`config.mk`:
```
export PLATFORM = sky130hd
export DESIGN_NAME = assoc_config_source
export DESIGN_NICKNAME = d
export VERILOG_FILES = /design/src/verilog/desc_pkg.sv /design/src/verilog/desc_rom.sv /design/src/verilog/assoc_config_source.sv
export SDC_FILE = /design/constraint.sdc
export NUM_CORES = 1
export LEC_CHECK = 0
export ABC_AREA = 0
export BUFFER_PORTS_ARGS = -buffer_cell sky130_fd_sc_hd__buf_2
export CORE_ASPECT_RATIO = 1.25
export CORE_MARGIN = 2
export CORE_UTILIZATION = 40
export DETAILED_ROUTE_END_ITERATION = 8
export PLACE_DENSITY_LB_ADDON = 0.15
export SETUP_SLACK_MARGIN = 0.3
export SLEW_MARGIN = 20
export SYNTH_ARGS = -nofsm -noshare
export SYNTH_HDL_FRONTEND = slang
export SYNTH_SLANG_ARGS = --single-unit
```
`constraint.sdc`:
```
create_clock -name ref_clk -period 2.55 [get_ports ref_clk]
set_input_delay 0.255 -clock ref_clk [delete_from_list [all_inputs] [get_ports ref_clk]]
set_output_delay 0.255 -clock ref_clk [all_outputs]
set_load 0.03 [all_outputs]
```
`src/verilog/desc_pkg.sv`:
```
package desc_pkg;

    localparam int unsigned ADDR_W = 6;
    localparam int unsigned REMAIN_W = 7;

    localparam logic [7:0] TYPE_DEVICE = 8'h01;
    localparam logic [7:0] TYPE_CONFIG = 8'h02;
    localparam logic [7:0] TYPE_INTERFACE = 8'h04;
    localparam logic [7:0] TYPE_IAD = 8'h0B;

    localparam logic [7:0] CFG_LEN = 8'h09;
    localparam logic [7:0] IAD_LEN = 8'h08;
    localparam logic [7:0] IF_LEN = 8'h09;
    localparam logic [15:0] TOTAL_LEN = 16'h002C;

    localparam logic [ADDR_W-1:0] CFG_BASE = 6'h00;
    localparam logic [ADDR_W-1:0] IAD_BASE = 6'h09;
    localparam logic [ADDR_W-1:0] IF0_BASE = 6'h11;
    localparam logic [ADDR_W-1:0] IF1A0_BASE = 6'h1A;
    localparam logic [ADDR_W-1:0] IF1A1_BASE = 6'h23;
    localparam logic [ADDR_W-1:0] LAST_ADDR = 6'h2B;

    localparam logic [ADDR_W-1:0] OFS_LEN = 6'h00;
    localparam logic [ADDR_W-1:0] OFS_TYPE = 6'h01;

    localparam logic [ADDR_W-1:0] CFG_OFS_TOTAL_LO = 6'h02;
    localparam logic [ADDR_W-1:0] CFG_OFS_TOTAL_HI = 6'h03;
    localparam logic [ADDR_W-1:0] CFG_OFS_NUM_IF = 6'h04;
    localparam logic [ADDR_W-1:0] CFG_OFS_VALUE = 6'h05;
    localparam logic [ADDR_W-1:0] CFG_OFS_STR = 6'h06;
    localparam logic [ADDR_W-1:0] CFG_OFS_ATTR = 6'h07;
    localparam logic [ADDR_W-1:0] CFG_OFS_MAXPWR = 6'h08;

    localparam logic [ADDR_W-1:0] IAD_OFS_FIRST = 6'h02;
    localparam logic [ADDR_W-1:0] IAD_OFS_COUNT = 6'h03;
    localparam logic [ADDR_W-1:0] IAD_OFS_CLASS = 6'h04;
    localparam logic [ADDR_W-1:0] IAD_OFS_SUB = 6'h05;
    localparam logic [ADDR_W-1:0] IAD_OFS_PROTO = 6'h06;
    localparam logic [ADDR_W-1:0] IAD_OFS_STR = 6'h07;

    localparam logic [ADDR_W-1:0] IF_OFS_NUM = 6'h02;
    localparam logic [ADDR_W-1:0] IF_OFS_ALT = 6'h03;
    localparam logic [ADDR_W-1:0] IF_OFS_NEP = 6'h04;
    localparam logic [ADDR_W-1:0] IF_OFS_CLASS = 6'h05;
    localparam logic [ADDR_W-1:0] IF_OFS_SUB = 6'h06;
    localparam logic [ADDR_W-1:0] IF_OFS_PROTO = 6'h07;
    localparam logic [ADDR_W-1:0] IF_OFS_STR = 6'h08;

    localparam logic [7:0] NUM_INTERFACES = 8'h02;
    localparam logic [7:0] CFG_VALUE = 8'h01;
    localparam logic [7:0] CFG_STR_IDX = 8'h00;
    localparam logic [7:0] FUNC_FIRST_IF = 8'h00;
    localparam logic [7:0] FUNC_IF_COUNT = 8'h02;
    localparam logic [7:0] FUNC_STR_IDX = 8'h04;
    localparam logic [7:0] IF0_NUM = 8'h00;
    localparam logic [7:0] IF1_NUM = 8'h01;
    localparam logic [7:0] ALT_DEFAULT = 8'h00;
    localparam logic [7:0] ALT_SECOND = 8'h01;
    localparam logic [7:0] IF_NUM_EP = 8'h00;
    localparam logic [7:0] IF_CLASS = 8'hFF;
    localparam logic [7:0] IF_SUBCLASS = 8'h01;
    localparam logic [7:0] IF_PROTOCOL = 8'h00;
    localparam logic [7:0] IF_STR_IDX = 8'h00;
    localparam logic [7:0] ZERO_BYTE = 8'h00;

    localparam int unsigned ATTR_RSVD_BIT = 7;
    localparam int unsigned ATTR_SELF_BIT = 6;
    localparam int unsigned ATTR_WAKE_BIT = 5;

    localparam int unsigned HS_UNIT_MA = 2;
    localparam int unsigned GENX_UNIT_MA = 8;

    typedef enum logic [1:0] {
        DEV_POWERED = 2'b00,
        DEV_DEFAULT = 2'b01,
        DEV_ADDRESS = 2'b10,
        DEV_CONFIGURED = 2'b11
    } dev_state_e;

    typedef enum logic {
        PH_IDLE = 1'b0,
        PH_STREAM = 1'b1
    } phase_e;

endpackage

```
`src/verilog/desc_rom.sv`:
```
`timescale 1ns/10ps

module desc_rom
(
    // Clock and reset
    input wire logic ref_clk,
    input wire logic rst,
    // Read port
    input wire logic [desc_pkg::ADDR_W-1:0] rd_addr,
    output logic [7:0] rd_data
);
    import desc_pkg::*;

    typedef struct packed {
        logic [7:0] data;
    } rom_s;

    rom_s st_q;
    rom_s st_d;

    function automatic logic [7:0] if_byte(input logic [ADDR_W-1:0] ofs,
                                           input logic [7:0] num,
                                           input logic [7:0] alt);
        logic [7:0] b;
        b = ZERO_BYTE;
        case (ofs)
            OFS_LEN: b = IF_LEN;
            OFS_TYPE: b = TYPE_INTERFACE;
            IF_OFS_NUM: b = num;
            IF_OFS_ALT: b = alt;
            IF_OFS_NEP: b = IF_NUM_EP;
            IF_OFS_CLASS: b = IF_CLASS;
            IF_OFS_SUB: b = IF_SUBCLASS;
            IF_OFS_PROTO: b = IF_PROTOCOL;
            IF_OFS_STR: b = IF_STR_IDX;
            default: b = ZERO_BYTE;
        endcase
        return b;
    endfunction

    // Attribute and power bytes patched downstream
    function automatic logic [7:0] desc_byte(input logic [ADDR_W-1:0] a);
        logic [7:0] b;
        b = ZERO_BYTE;
        if (a < IAD_BASE)
        begin
            case (a - CFG_BASE)
                OFS_LEN: b = CFG_LEN;
                OFS_TYPE: b = TYPE_CONFIG;
                CFG_OFS_TOTAL_LO: b = TOTAL_LEN[7:0];
                CFG_OFS_TOTAL_HI: b = TOTAL_LEN[15:8];
                CFG_OFS_NUM_IF: b = NUM_INTERFACES;
                CFG_OFS_VALUE: b = CFG_VALUE;
                CFG_OFS_STR: b = CFG_STR_IDX;
                default: b = ZERO_BYTE;
            endcase
        end
        else if (a < IF0_BASE)
        begin
            // Association sits right before the interfaces it groups
            case (a - IAD_BASE)
                OFS_LEN: b = IAD_LEN;
                OFS_TYPE: b = TYPE_IAD;
                IAD_OFS_FIRST: b = FUNC_FIRST_IF;
                IAD_OFS_COUNT: b = FUNC_IF_COUNT;
                IAD_OFS_CLASS: b = IF_CLASS;
                IAD_OFS_SUB: b = IF_SUBCLASS;
                IAD_OFS_PROTO: b = IF_PROTOCOL;
                IAD_OFS_STR: b = FUNC_STR_IDX;
                default: b = ZERO_BYTE;
            endcase
        end
        // Interfaces 0 and 1, every alternate of 1, numbered without gaps
        else if (a < IF1A0_BASE)
            b = if_byte(a - IF0_BASE, IF0_NUM, ALT_DEFAULT);
        else if (a < IF1A1_BASE)
            b = if_byte(a - IF1A0_BASE, IF1_NUM, ALT_DEFAULT);
        else if (a <= LAST_ADDR)
            b = if_byte(a - IF1A1_BASE, IF1_NUM, ALT_SECOND);
        return b;
    endfunction

    always_comb
    begin
        st_d.data = desc_byte(rd_addr);
    end

    always_ff @(posedge ref_clk or posedge rst)
    begin
        if (rst)
            st_q <= '0;
        else
            st_q <= st_d;
    end

    assign rd_data = st_q.data;

endmodule

```
`src/verilog/assoc_config_source.sv`:
```
`timescale 1ns/10ps

// What this block does
// - Power byte units: 2 mA high speed, 8 mA Gen X.
// - Power byte at configuration offset 8, full-load figure.
// - External supply lost clears self-powered status.
// - Bus power suffices: keep running.
// - Bus power insufficient: back to Powered.
// - Multi-interface function gets an association.
// - Association spans two or more interfaces and all alternates.
// - Association only sent within configuration data.
// - Direct association get or set is refused.
// - Associated interface numbers are contiguous.
// - First interface at association offset 2.
// - Interface count at offset 3.
// - Function class at offset 4, never zero.
// - Function subclass at offset 5.
// - Function protocol at offset 6.
// - Function string index at offset 7.
// - Function codes copy the first interface's codes.
// - Device reports multi-interface class codes.
module assoc_config_source
#(
    parameter int unsigned MAX_POWER_MA = 400,
    parameter bit SELF_POWER_CAP = 1'b1,
    parameter bit REMOTE_WAKE_CAP = 1'b0,
    parameter bit RUN_ON_BUS = 1'b1,
    parameter logic [7:0] MIF_CLASS = 8'hEF,
    parameter logic [7:0] MIF_SUBCLASS = 8'h02,
    parameter logic [7:0] MIF_PROTOCOL = 8'h01
)
(
    // Clock and reset
    input wire logic ref_clk,
    input wire logic rst,
    // Descriptor request
    input wire logic req_valid,
    input wire logic req_is_get,
    input wire logic [7:0] req_desc_type,
    input wire logic [15:0] req_length,
    // Descriptor data out
    output logic tx_valid,
    output logic [7:0] tx_data,
    output logic tx_last,
    output logic req_stall,
    // Link speed and power
    input wire logic gen_x_speed,
    input wire logic ext_power_present,
    // Standard request events
    input wire logic bus_reset,
    input wire logic set_address,
    input wire logic addr_nonzero,
    input wire logic set_config,
    input wire logic [7:0] config_value,
    // Device status
    output logic self_powered,
    output desc_pkg::dev_state_e dev_state,
    output logic [7:0] mif_class,
    output logic [7:0] mif_subclass,
    output logic [7:0] mif_protocol
);
    import desc_pkg::*;

    ////////////////////////////////////////////////////////////////////////////////

    typedef struct packed {
        phase_e phase;
        logic [ADDR_W-1:0] addr;
        logic [REMAIN_W-1:0] remain;
        logic issue;
        logic [ADDR_W-1:0] issue_addr;
        logic issue_last;
        logic tx_valid;
        logic [7:0] tx_data;
        logic tx_last;
        logic stall;
        logic ext_prev;
        logic self_powered;
        dev_state_e dev_state;
        logic [7:0] mif_class;
        logic [7:0] mif_subclass;
        logic [7:0] mif_protocol;
    } state_s;

    localparam int unsigned HS_UNITS = (MAX_POWER_MA + HS_UNIT_MA - 1) / HS_UNIT_MA;
    localparam int unsigned GENX_UNITS = (MAX_POWER_MA + GENX_UNIT_MA - 1) / GENX_UNIT_MA;
    localparam logic [7:0] HS_POWER_BYTE = HS_UNITS[7:0];
    localparam logic [7:0] GENX_POWER_BYTE = GENX_UNITS[7:0];
    localparam logic [REMAIN_W-1:0] TOTAL_COUNT = TOTAL_LEN[REMAIN_W-1:0];
    localparam logic [REMAIN_W-1:0] ONE_COUNT = 7'h01;
    localparam logic [ADDR_W-1:0] ONE_ADDR = 6'h01;
    localparam logic [ADDR_W-1:0] CFG_ATTR_ADDR = CFG_BASE + CFG_OFS_ATTR;
    localparam logic [ADDR_W-1:0] CFG_MAXPWR_ADDR = CFG_BASE + CFG_OFS_MAXPWR;
    localparam logic [15:0] ZERO_LEN = 16'h0000;

    state_s st_q;
    state_s st_d;
    logic [7:0] rom_data;

    ////////////////////////////////////////////////////////////////////////////////
    // Request decoding

    function automatic logic is_config_get(input logic is_get, input logic [7:0] dtype);
        return is_get && (dtype == TYPE_CONFIG);
    endfunction

    // Shorter of request and total length
    function automatic logic [REMAIN_W-1:0] clip_len(input logic [15:0] len);
        logic [REMAIN_W-1:0] n;
        n = TOTAL_COUNT;
        if (len < TOTAL_LEN)
            n = len[REMAIN_W-1:0];
        return n;
    endfunction

    // Live fields patched over the stored bytes
    function automatic logic [7:0] patch(input logic [7:0] raw,
                                         input logic [ADDR_W-1:0] a,
                                         input logic genx);
        logic [7:0] b;
        b = raw;
        if (a == CFG_ATTR_ADDR)
        begin
            b = ZERO_BYTE;
            b[ATTR_RSVD_BIT] = 1'b1;
            b[ATTR_SELF_BIT] = SELF_POWER_CAP;
            b[ATTR_WAKE_BIT] = REMOTE_WAKE_CAP;
        end
        else if (a == CFG_MAXPWR_ADDR)
            b = genx ? GENX_POWER_BYTE : HS_POWER_BYTE;
        return b;
    endfunction

    ////////////////////////////////////////////////////////////////////////////////
    // Descriptor store

    desc_rom u_rom
    (
        .ref_clk(ref_clk),
        .rst(rst),
        .rd_addr(st_q.addr),
        .rd_data(rom_data)
    );

    ////////////////////////////////////////////////////////////////////////////////
    // Next state

    always_comb
    begin
        st_d = st_q;
        st_d.stall = 1'b0;
        st_d.issue = 1'b0;
        st_d.issue_last = 1'b0;

        // Output stage, one cycle behind the store read
        st_d.tx_valid = st_q.issue;
        st_d.tx_last = st_q.issue && st_q.issue_last;
        st_d.tx_data = st_q.issue ? patch(rom_data, st_q.issue_addr, gen_x_speed) : ZERO_BYTE;

        unique case (st_q.phase)
            PH_IDLE:
            begin
                if (req_valid)
                begin
                    if (is_config_get(req_is_get, req_desc_type) && (req_length != ZERO_LEN))
                    begin
                        // Association only travels inside this stream
                        st_d.phase = PH_STREAM;
                        st_d.addr = CFG_BASE;
                        st_d.remain = clip_len(req_length);
                    end
                    else if (!is_config_get(req_is_get, req_desc_type))
                        st_d.stall = 1'b1;
                end
            end
            PH_STREAM:
            begin
                st_d.issue = 1'b1;
                st_d.issue_addr = st_q.addr;
                st_d.issue_last = (st_q.remain == ONE_COUNT);
                st_d.addr = st_q.addr + ONE_ADDR;
                st_d.remain = st_q.remain - ONE_COUNT;
                if (st_q.remain == ONE_COUNT)
                    st_d.phase = PH_IDLE;
            end
        endcase

        // Self-powered status follows the external supply
        st_d.ext_prev = ext_power_present;
        st_d.self_powered = SELF_POWER_CAP && ext_power_present;

        unique case (st_q.dev_state)
            DEV_POWERED:
            begin
                if (bus_reset)
                    st_d.dev_state = DEV_DEFAULT;
            end
            DEV_DEFAULT:
            begin
                if (set_address && addr_nonzero)
                    st_d.dev_state = DEV_ADDRESS;
            end
            DEV_ADDRESS:
            begin
                if (set_config && (config_value == CFG_VALUE))
                    st_d.dev_state = DEV_CONFIGURED;
                else if (set_address && !addr_nonzero)
                    st_d.dev_state = DEV_DEFAULT;
            end
            DEV_CONFIGURED:
            begin
                if (set_config && (config_value == ZERO_BYTE))
                    st_d.dev_state = DEV_ADDRESS;
            end
        endcase
        if (bus_reset)
            st_d.dev_state = DEV_DEFAULT;

        // Supply lost: carry on if bus power suffices, else back to Powered
        if (st_q.ext_prev && !ext_power_present && SELF_POWER_CAP && !RUN_ON_BUS)
        begin
            st_d.dev_state = DEV_POWERED;
            st_d.phase = PH_IDLE;
        end

        if (bus_reset)
            st_d.phase = PH_IDLE;

        // Device class triple
        st_d.mif_class = MIF_CLASS;
        st_d.mif_subclass = MIF_SUBCLASS;
        st_d.mif_protocol = MIF_PROTOCOL;
    end

    ////////////////////////////////////////////////////////////////////////////////
    // State register

    always_ff @(posedge ref_clk or posedge rst)
    begin
        if (rst)
            st_q <= '0;
        else
            st_q <= st_d;
    end

    ////////////////////////////////////////////////////////////////////////////////
    // Outputs

    // The one function here spans interfaces 0 and 1, hence one association
    assign tx_valid = st_q.tx_valid;
    assign tx_data = st_q.tx_data;
    assign tx_last = st_q.tx_last;
    assign req_stall = st_q.stall;
    assign self_powered = st_q.self_powered;
    assign dev_state = st_q.dev_state;
    assign mif_class = st_q.mif_class;
    assign mif_subclass = st_q.mif_subclass;
    assign mif_protocol = st_q.mif_protocol;

endmodule

```
==> results.sh <==
export IMPL_ctsHtreeMaxLevel=2
export IMPL_grt_usage=0.1579
export IMPL_multi_input_area_um2=1403
export IMPL_synth_area_leaders="dfrtp_1 (38%), buf_4 (9.3%), ha_1 (5.9%), mux2_2 (4.1%), nand2_1 (3.4%)"
export IMPL_wl_met3_um=345
export IMPL_wl_met1_mm=2.348
export IMPL_drt_pass1_iter_count=4
export IMPL_mostFrequentLayoutCells="buf_2 (64), dfrtp_1 (40), nand2_1 (25), nor2_1 (17), conb_1 (16)"
export IMPL_wl_per_cell_um=12.96
export IMPL_cp_required_ns=2.76
export IMPL_insertion_delay_ns=0.29
export IMPL_power_density_nw_per_um2=563.8
export IMPL_post_route_drc_count=0
export IMPL_fp_row_count=33
export IMPL_period_share=0.8348
export IMPL_path_class="flop to flop"
export IMPL_die_area_um2=7562
export IMPL_yosysTopAreaCell="dfrtp_1"
export IMPL_grt_ovfl_total=0
export IMPL_design_core_area_um2=6606
export IMPL_path_clk_slew_ns=0.08
export IMPL_p_leak_nw=1.474
export IMPL_globalplace_congestion=0.9193
export IMPL_place_hpwl_mm=4.199
export IMPL_start_util=0.4165
export IMPL_io_pins=80
export IMPL_cts_tree="built"
export IMPL_vias=2199
export IMPL_synth_top_area_frac=0.3820
export IMPL_synth_ff_type="dfrtp_1"
export IMPL_syn_cell_area_um2=2751
export IMPL_dp_cells=419
export IMPL_grt_pass1_vias=2163
export IMPL_post_place_ws_ns=0.3192
export IMPL_fin_setup_tns_ns=0
export IMPL_critical_path_startpoint_type="flop"
export IMPL_critPathArrivalTime_ns=2.34
export IMPL_port_buffers=64
export IMPL_cts_setup_buffers=0
export IMPL_dpl_cell_area_um2=2963
export IMPL_dieWidth_um=78.18
export IMPL_tightest_slew_ns=0.6273
export IMPL_slew_viol_final=0
export IMPL_final_layout_size_suffix_gt1_frac=0.2882
export IMPL_final_cell_area_um2=3070
export IMPL_hold_path_class="input port to flop"
export IMPL_setup_viol=0
export IMPL_synth_cells=294
export IMPL_synthToLayoutAreaGrowth_pct=11.60
export IMPL_postRouteAntennaNets=0
export IMPL_clk_path_buf_depth=2
export IMPL_synth_edff_count=0
export IMPL_nets=394
export IMPL_highest_layer="met4"
export IMPL_die_height_um=96.73
export IMPL_antenna_cells=0
export IMPL_grt_setup_unrepaired="no"
export IMPL_setup_ws_ns=0.4213
export IMPL_wirelength_mm=5.533
export IMPL_cap_violations=0
export IMPL_path_max_fanout=10
export IMPL_stdcell_count=427
export IMPL_vias_per_cell=5.150
export IMPL_clock_sink_count=42
export IMPL_status="finished, final reports clean"
export IMPL_vdd_drop_max_uv=189.2
export IMPL_layout_commonest_cell="buf_2"
export IMPL_synth_yosys_seq_area_share=0.3820
export IMPL_root_buffer="clkbuf_8"
export IMPL_hold_violations=0
export IMPL_wl_met2_mm=2.755
export IMPL_antenna_found_initial=0
export IMPL_grt_pass1_wl_mm=9.804
export IMPL_layout_area_seq_um2=1054
export IMPL_drtIter0Drc=65
export IMPL_yosys_warnings=0
export IMPL_skew_ns=0.004206
export IMPL_power_mw=1.731
export IMPL_cts_made_buffers=5
export IMPL_grt_max_degree=43
export IMPL_clock_fmax_mhz=469.8
export IMPL_end_kind="flop"
export IMPL_syn_mean_instance_area_um2=9.358
export IMPL_postSynth_asyncResetShare=1.000
export IMPL_synth_seq_cells=42
export IMPL_slew_headroom=0.5779
export IMPL_fillerInstances=667
export IMPL_finalCriticalPeriod_ns=2.129
export IMPL_yosysUniqueCellTypes=59
-- critical path, stage by stage, from the launching register on --
cell and delay (ns):
dfrtp_2 0.47, inv_1 0.14, ha_1 0.24, a21boi_2 0.18, or3_1 0.35, a21oi_1 0.36
a311oi_2 0.20, o211ai_1 0.11
-- stage by stage --
stage | util | hold WS (ns)
2_1_floorplan | - | 0.2864
3_3_place_gp | 0.4485 | 0.3644
3_5_place_dp | 0.4485 | 0.3668
4_1_cts | 0.4631 | 0.05685
5_1_grt | 0.4648 | 0.04855
6_report | 0.4648 | 0.06584
-- routing by layer --
metal / vias to the layer above / GRT usage
met3: 8 / 0.03265
met1: 1030 / 0.1965
met5: - / 0
met4: 0 / 0.04858
met2: 83 / 0.2725
li1: 1078 / -
-- cell families (layout without fill, tap and decap cells) --
group | after synthesis | count (layout) | synth area share
and+or+nand+nor | 98 | 98 | 0.1987
buffers and inverters | 59 | 91 | 0.1310
AOI/OAI and AO/OA | 54 | 54 | 0.1282
DFF | 42 | 42 | 0.3820
muxes | 18 | 18 | 0.07003
adders and majority gates | 13 | 13 | 0.05912
xor gates and xnor gates | 8 | 8 | 0.02820
other | 2 | 16 | 0.002730
-- layout make-up --
type | instances | area share
well taps | 87 | 0.03545
flip-flops and latches | 42 | 0.3431
clock buffers | 6 | 0.02689
inverters | 14 | 0.01711
multi-input cells | 207 | 0.4568
clock inverters | 2 | 0.004075
repair buffers | 69 | 0.1165
-- power breakdown --
part | internal [mW] | switching [mW]
Clock | 0.218 | 0.222
Combinational | 0.202 | 0.301
Sequential | 0.724 | 0.0652
Total | 1.14 | 0.588
-- cells in the mapped netlist, drive strengths merged (4+ instances only) --
master and n:
dfrtp 42, buf 40, nand2 25, nor2 18
o21ai 16, inv 14, ha 13, a21oi 11
mux2 10, nand3 9, mux2i 8, nor4 7
xnor2 6, and2 5, clkbuf 5, nor3 5
and3 4, o211ai 4
-- final timing paths --
check	from	endpoint	slack, ns	depth (start not counted)
min in group asynchronous	rst	tx_last	0.08	3
max reg2reg	st_q[55]	u_rom.rd_data[1]	0.42	7
min	ext_power_present	self_powered	0.07	1
min reg2reg	st_d[38]	tx_valid	0.44	0
max in group asynchronous	rst	st_q[55]	2.08	3
max	st_q[55]	u_rom.rd_data[1]	0.42	7
-- state kept, by name, summed over array words and instances, names as in the netlist --
name	cells
tx_valid	1
u_rom.rd_data	6
dev_state	2
st_d	1
self_powered	1
tx_data	7
req_stall	1
st_q	21
mif_protocol	1
tx_last	1
-- repair_timing --
action,CTS,global route
endpoints found under the setup margin,1,6
gates resized for setup,1,3
hold buffers,0,0
pin swaps,0,0
(Power assumes the default switching activity.)
